File: src/verilog/pll_cfg_pkg.sv
// constants and field layout of the pll divider and clock select word
package pll_cfg_pkg;

    // ==========================================================
    // register map
    localparam int          ADDR_W         = 12;
    localparam logic [11:0] CFG_WORD0_OFS  = 12'h000;
    localparam logic [31:0] CFG_WORD0_RST  = 32'hBB8A_802A;
    localparam logic [31:0] RD_ZERO        = 32'h0000_0000;
    localparam int          WORD_LSB       = 2;

    // ==========================================================
    // field layout, msb first
    typedef struct packed {
        logic       mclk_div_b_lo;    // memory clock divider_b line 0
        logic [3:0] mclk_div_a;       // memory clock divider_a
        logic [3:0] fab_div_c;        // fabric_clock divider_c
        logic [3:0] fab_div_b;        // fabric_clock divider_b
        logic [3:0] fab_div_a;        // fabric_clock divider_a
        logic [3:0] core_div_c;       // core_clock divider_c
        logic [3:0] core_div_b;       // core_clock divider_b
        logic [3:0] core_div_a;       // core_clock divider_a
        logic [2:0] core_clk_sel;     // one-hot core_clock source select
    } pll_word_s;

    // write mask: only the source select bits are writable
    localparam logic [31:0] CFG_WR_MASK    = 32'h0000_0007;

    // ==========================================================
    // one-hot source select positions
    localparam int SEL_PLL_OUTPUT_B = 0;
    localparam int SEL_PLL_OUTPUT_C = 1;
    localparam int SEL_ALT_FABRIC   = 2;

endpackage

File: src/verilog/pll_clock_config_word.sv
// apb-reached pll divider and core clock select configuration word
`timescale 1ns/1ps
// Notes on behaviour
// - memory clock divider_b line 0 comes from word bit 31.
// - memory clock divider_b lines 3:1 come from bits 2:0 of the second word.
// - memory clock divider_a comes from word bits 30:27.
// - fabric_clock divider_c, divider_b, divider_a come from bits 26:23, 22:19, 18:15.
// - core_clock divider_c, divider_b, divider_a come from bits 14:11, 10:7, 6:3.
// - word bits 2:0 drive the core_clock source select bus.
// - select bit 0 picks pll_output_b, bit 1 pll_output_c, bit 2 alternate_fabric_clock.
// - the host can read and write the three select bits.
// - all divider bits 31:3 are readable and not writable.
// - the word sits at offset 0x000 and loads 0xBB8A802A at reset.
// - the host writes whole words and every read returns all 32 bits.
module pll_clock_config_word
    import pll_cfg_pkg::*;
(
    input  wire logic              clk,               // apb clock, 40 MHz
    input  wire logic              sys_rst,           // synchronous reset, active high
    input  wire logic              psel,              // apb select
    input  wire logic              penable,           // apb access phase
    input  wire logic              pwrite,            // apb write
    input  wire logic [ADDR_W-1:0] paddr,             // apb byte address
    input  wire logic [31:0]       pwdata,            // apb write data
    output logic      [31:0]       prdata,            // apb read data
    output logic                   pready,            // apb ready
    output logic                   pslverr,           // apb error, write to unused word
    input  wire logic [2:0]        mclk_div_b_hi,     // divider_b lines 3:1 from second word
    output logic      [3:0]        mclk_div_b,        // memory clock divider_b bus
    output logic      [3:0]        mclk_div_a,        // memory clock divider_a bus
    output logic      [3:0]        fab_div_c,         // fabric_clock divider_c bus
    output logic      [3:0]        fab_div_b,         // fabric_clock divider_b bus
    output logic      [3:0]        fab_div_a,         // fabric_clock divider_a bus
    output logic      [3:0]        core_div_c,        // core_clock divider_c bus
    output logic      [3:0]        core_div_b,        // core_clock divider_b bus
    output logic      [3:0]        core_div_a,        // core_clock divider_a bus
    output logic      [2:0]        core_clk_sel,      // core_clock source select bus
    output logic                   use_pll_output_b,  // core_clock mux picks pll_output_b
    output logic                   use_pll_output_c,  // core_clock mux picks pll_output_c
    output logic                   use_alt_fabric     // core_clock mux picks alternate_fabric_clock
);

    // ==========================================================
    // state
    pll_word_s   cfg_r;
    pll_word_s   cfg_nxt;
    logic [31:0] rdata_r;
    logic [31:0] rdata_nxt;

    // ==========================================================
    // apb decode
    wire         hit_word0  = (paddr[ADDR_W-1:WORD_LSB] == CFG_WORD0_OFS[ADDR_W-1:WORD_LSB]);
    wire         setup_rd   = psel && !penable && !pwrite;
    wire         access_wr  = psel && penable && pwrite;
    wire         wr_word0   = access_wr && hit_word0;
    wire [31:0]  cfg_word   = cfg_r;

    // only the select bits take the write data, dividers keep their value
    assign cfg_nxt   = wr_word0 ? pll_word_s'((cfg_word & ~CFG_WR_MASK)
                                            | (pwdata & CFG_WR_MASK))
                                : cfg_r;
    // read data captured in the setup phase, unused words read zero
    assign rdata_nxt = setup_rd ? (hit_word0 ? cfg_word : RD_ZERO) : rdata_r;

    // no wait states: every access phase ends on its first edge
    // pslverr only answers a write that misses the word, reads never fail
    assign pready    = 1'b1;
    assign pslverr   = access_wr && !hit_word0;
    assign prdata    = rdata_r;

    always_ff @(posedge clk) begin
        if (sys_rst) begin
            cfg_r   <= pll_word_s'(CFG_WORD0_RST);
            rdata_r <= RD_ZERO;
        end else begin
            cfg_r   <= cfg_nxt;
            rdata_r <= rdata_nxt;
        end
    end

    // ==========================================================
    // divider and select buses
    assign mclk_div_b       = {mclk_div_b_hi, cfg_r.mclk_div_b_lo};
    assign mclk_div_a       = cfg_r.mclk_div_a;
    assign fab_div_c        = cfg_r.fab_div_c;
    assign fab_div_b        = cfg_r.fab_div_b;
    assign fab_div_a        = cfg_r.fab_div_a;
    assign core_div_c       = cfg_r.core_div_c;
    assign core_div_b       = cfg_r.core_div_b;
    assign core_div_a       = cfg_r.core_div_a;
    assign core_clk_sel     = cfg_r.core_clk_sel;
    // one-hot use relies on the host never writing zero or several bits
    assign use_pll_output_b = cfg_r.core_clk_sel[SEL_PLL_OUTPUT_B];
    assign use_pll_output_c = cfg_r.core_clk_sel[SEL_PLL_OUTPUT_C];
    assign use_alt_fabric   = cfg_r.core_clk_sel[SEL_ALT_FABRIC];
endmodule

File: config.mk
export PLATFORM = sky130hd
export DESIGN_NAME = pll_clock_config_word
export DESIGN_NICKNAME = d
export VERILOG_FILES = /design/src/verilog/pll_cfg_pkg.sv /design/src/verilog/pll_clock_config_word.sv
export SDC_FILE = /design/constraint.sdc
export NUM_CORES = 1
export LEC_CHECK = 0
export BUFFER_PORTS_ARGS = -buffer_cell sky130_fd_sc_hd__buf_2
export CORE_MARGIN = 2
export CORE_UTILIZATION = 30
export DETAILED_ROUTE_END_ITERATION = 16
export GPL_ROUTABILITY_DRIVEN = 0
export PLACE_DENSITY = 0.8
export SLEW_MARGIN = 25
export SYNTH_ARGS = -nofsm -noshare
export SYNTH_HDL_FRONTEND = slang
export SYNTH_SLANG_ARGS = --single-unit
File: constraint.sdc
create_clock -name clk -period 1.1 [get_ports clk]
set_input_delay 0.22 -clock clk [delete_from_list [all_inputs] [get_ports clk]]
set_output_delay 0.22 -clock clk [all_outputs]
set_load 0.005 [all_outputs]
==> reports/summary.md <==
The run finished, with violations left. The checks that failed: setup timing. The tools report the number of cells produced by synthesis as 105. During placement, the flow inserted port buffers numbering 56. In this run the top signal layer used is met4. The clock network latency to the later pin of the worst-skew pair was 0.24 ns; the synthesized-area fraction occupied by xor and xnor cells was 0. The share of final-layout standard cells stronger than drive strength 1 was 0.553. The area growth from synthesis to layout is 6.80%, and the number of filler cells placed in the layout is 305. For the number of endpoints failing setup at the final stage, the log shows 1.

Max-cap violations in this run came to 0. The endpoint type of the worst setup path was an output pin. Number of global-route vias before repair: 517. The library cell used most frequently in the layout, excluding fill and tap cells, is sky130_fd_sc_hd__buf_2. Total iterations of the first detailed-routing run: 4. The logs give 0.466 for the portion of total power attributed to sequential cells and 1.01 ns for the data arrival at the endpoint of the critical path. Setup repair after global routing could not meet its margin everywhere.

The first global-routing pass estimated 2.47 mm of wire. Compound-gate portion of the synthesized area: 0.0354. The post-synthesis mux area share came out at 0.0340.

The root buffer cell chosen for the clock tree is sky130_fd_sc_hd__clkbuf_4. The tools report the distinct cell type count of the synthesized netlist as 19. The setup path with the least slack is of type input pin to output pin.

Across the routed clock network, the largest skew measured is 0.000175 ns. Mean post-synth cell area: 8.41 um2. The tree built by TritonCTS fans out to 8 sinks.

The final period utilization came out at 1.12. Summed over all nets, the half-perimeter wirelength after detailed placement is 1.18 mm. Once layout is done, the placed cells without fillers occupy 943 um2.

For the final worst-path setup slack, the log shows -0.133 ns. In this run the power spent charging and discharging nets is 0.000159 W. The setup slack after placement came out at -0.170 ns. The min-delay analysis places its worst path in the category input pin to flip-flop. In this run the deepest clock path goes through 2 buffers.

The tools report the post-synthesis instance area as 883 um2. Summed over all cells, the static leakage comes to 0.538 nW. The die is 58.3 um tall. Synthesis inferred 8 register bits. The starting utilization of the core area is 0.318. Clock share of power: 0.360. The placed instances occupy a cell area of 838 um2. The simple-gate portion of the synthesized area came out at 0.180.

For this block, wires on met1 add up to 533 um. At the worst endpoint, the required time is 0.88 ns. The worst setup path is launched from an input pin.

The average via count per standard cell came out at 3.83. The final-report hold violation count is 0, and the power per cell area is 654 nW/um2. For the remaining design rule violation count, the log shows 0. The largest net degree at the start of global routing came out at 19. The number of buffers inserted during clock tree synthesis is 3. The count of standard-cell rows is 19, and the overall die area is 3390 um2. The synthesis warning total is 0. The run gives 0.000458 W as the internal power contribution. The maximum resistive drop on vdd is 502 uV. Based on the critical path, the design can be clocked at up to 811 MHz. The leftover overflow at the end of global routing came out at 0. Register area share after synthesis: 0.181. In the layout the commonest cells are sky130_fd_sc_hd__buf_2, sky130_fd_sc_hd__conb_1, sky130_fd_sc_hd__nand2b_1, sky130_fd_sc_hd__dfxtp_1, sky130_fd_sc_hd__buf_4.

Wires add up to 1.60 mm. Of all nets on the critical path, the largest fanout is 2. The adder-cell share of the synthesized area came out at 0.

Summed over all nets, wire length on met2 after detailed routing comes to 897 um. The number of antenna violations at the first check in global routing is 0, and the net switching fraction of the power is 0.258. For the met3 routed wirelength, the log shows 154 um. TritonCTS built the clock tree. The tools report the detailed router's first-iteration violation count as 1. I/O pin count: 124. Post-route antenna net violation count: 0. The tools report the H-tree depth as 1. The run gives 0 as the final count of pins violating max slew. The number of nets in the finished design is 186.

The routed design could run at a clock period as short as 1.23 ns. The global-route usage over all layers is 0.0938. The detail-routed net length per standard cell is 9.79 um.

The area inside the core boundary is 2780 um2, and the combinational fraction of design power is 0.174. In this run the horizontal extent of the chip is 58.3 um. The number of antenna diodes in the final layout is 0. Total number of vias: 624. After clock tree synthesis, the clock-pin slew on the worst setup and hold paths is 0.06 ns.

The combinational family with the most area after synthesis is buffers and inverters. The logs give 0.339 for the post-route core utilization and -0.133 ns for the setup TNS.
power groups by stage:
stage	Sequential [W]	Clock [W]	Combinational, W
detailed placement	0.000296	0	0.0000907
floorplan	0.000296	0	0.000132
CTS	0.000287	0.000226	0.000103
global route	0.000287	0.000247	0.000120
global placement	0.000296	0	0.0000897
finish	0.000287	0.000222	0.000107
stage by stage:
stage,total power [W],hold slack (ns),instances
floorplan,0.000428,0.375,133
detailed placement,0.000387,0.440,157
finish,0.000617,0.224,163
global route,0.000654,0.243,163
CTS,0.000616,0.223,165
global placement,0.000386,0.440,157
kinds of logic after synthesis:
logic type             Yosys count
AOI/OAI and AO/OA                4
buffers and inverters           68
DFF                              8
muxes                            3
other                            2
and+or+nand+nor                 20
sequential cells by signal, indices dropped and copies added (netlist names):
| signal | cells |
|---|---|
| prdata | 5 |
| core_clk_sel | 3 |
synthesized netlist by cell type:
| cell | n | area share |
|---|---|---|
| sky130_fd_sc_hd__buf_4 | 64 | 0.54 |
| sky130_fd_sc_hd__nor3b_1 | 1 | 0.0085 |
| sky130_fd_sc_hd__nand3b_1 | 2 | 0.017 |
| sky130_fd_sc_hd__nor2_1 | 3 | 0.013 |
| sky130_fd_sc_hd__o32ai_1 | 3 | 0.030 |
| sky130_fd_sc_hd__nand3_1 | 1 | 0.0057 |
| sky130_fd_sc_hd__and4_1 | 1 | 0.0099 |
| sky130_fd_sc_hd__nand2b_1 | 6 | 0.042 |
| sky130_fd_sc_hd__nor3b_2 | 1 | 0.014 |
| sky130_fd_sc_hd__inv_1 | 3 | 0.013 |
| sky130_fd_sc_hd__nor4_4 | 2 | 0.048 |
| sky130_fd_sc_hd__dfxtp_1 | 8 | 0.18 |
| sky130_fd_sc_hd__and2_1 | 1 | 0.0071 |
| sky130_fd_sc_hd__nand4_1 | 1 | 0.0071 |
| sky130_fd_sc_hd__and3_1 | 1 | 0.0071 |
| sky130_fd_sc_hd__clkbuf_1 | 1 | 0.0042 |
| sky130_fd_sc_hd__conb_1 | 2 | 0.0085 |
| sky130_fd_sc_hd__mux2i_1 | 3 | 0.034 |
| sky130_fd_sc_hd__a21oi_1 | 1 | 0.0057 |
final timing paths:
| check | endpoint | cells past startpoint | from | slack [ns] |
|---|---|---|---|---|
| worst max-delay path | pslverr | 5 | paddr[4] | -0.13 |
| worst min-delay path | core_clk_sel[1] | 3 | pwdata[1] | 0.22 |
| worst max register to register | prdata[0] | 3 | core_clk_sel[0] | 0.36 |
| worst min register to register | prdata[0] | 2 | prdata[0] | 0.50 |
worst max-delay path: stages:
cell	delay [ns]
sky130_fd_sc_hd__buf_6	0.10
sky130_fd_sc_hd__nor4_4	0.28
sky130_fd_sc_hd__nand3_1	0.13
sky130_fd_sc_hd__and2_1	0.17
sky130_fd_sc_hd__buf_2	0.12
routing by layer:
metal | global-route usage | up-vias
li1 | - | 296
met1 | 0.106 | 280
met2 | 0.177 | 46
met3 | 0.0156 | 2
met4 | 0.0299 | 0
met5 | 0 | -
area by class of cell:
type,instances,area [um2],share of cell area
Clock buffer,3,22.5,0.0239
Inverter,3,11.3,0.0119
Multi-Input combinational cell,57,369,0.391
Sequential cell,8,165,0.175
Tap cell,31,38.8,0.0411
Timing Repair Buffer,61,337,0.357
what timing repair did:
item                                   in CTS  in global routing
setup endpoints to repair                  30                  7
setup buffers                               5                  2
gates resized for setup                    11                  3
hold buffers                                0                  0
endpoints found under the hold margin       0                  0
pin swaps                                   4                  5
Power figures use the tool's default switching activity.
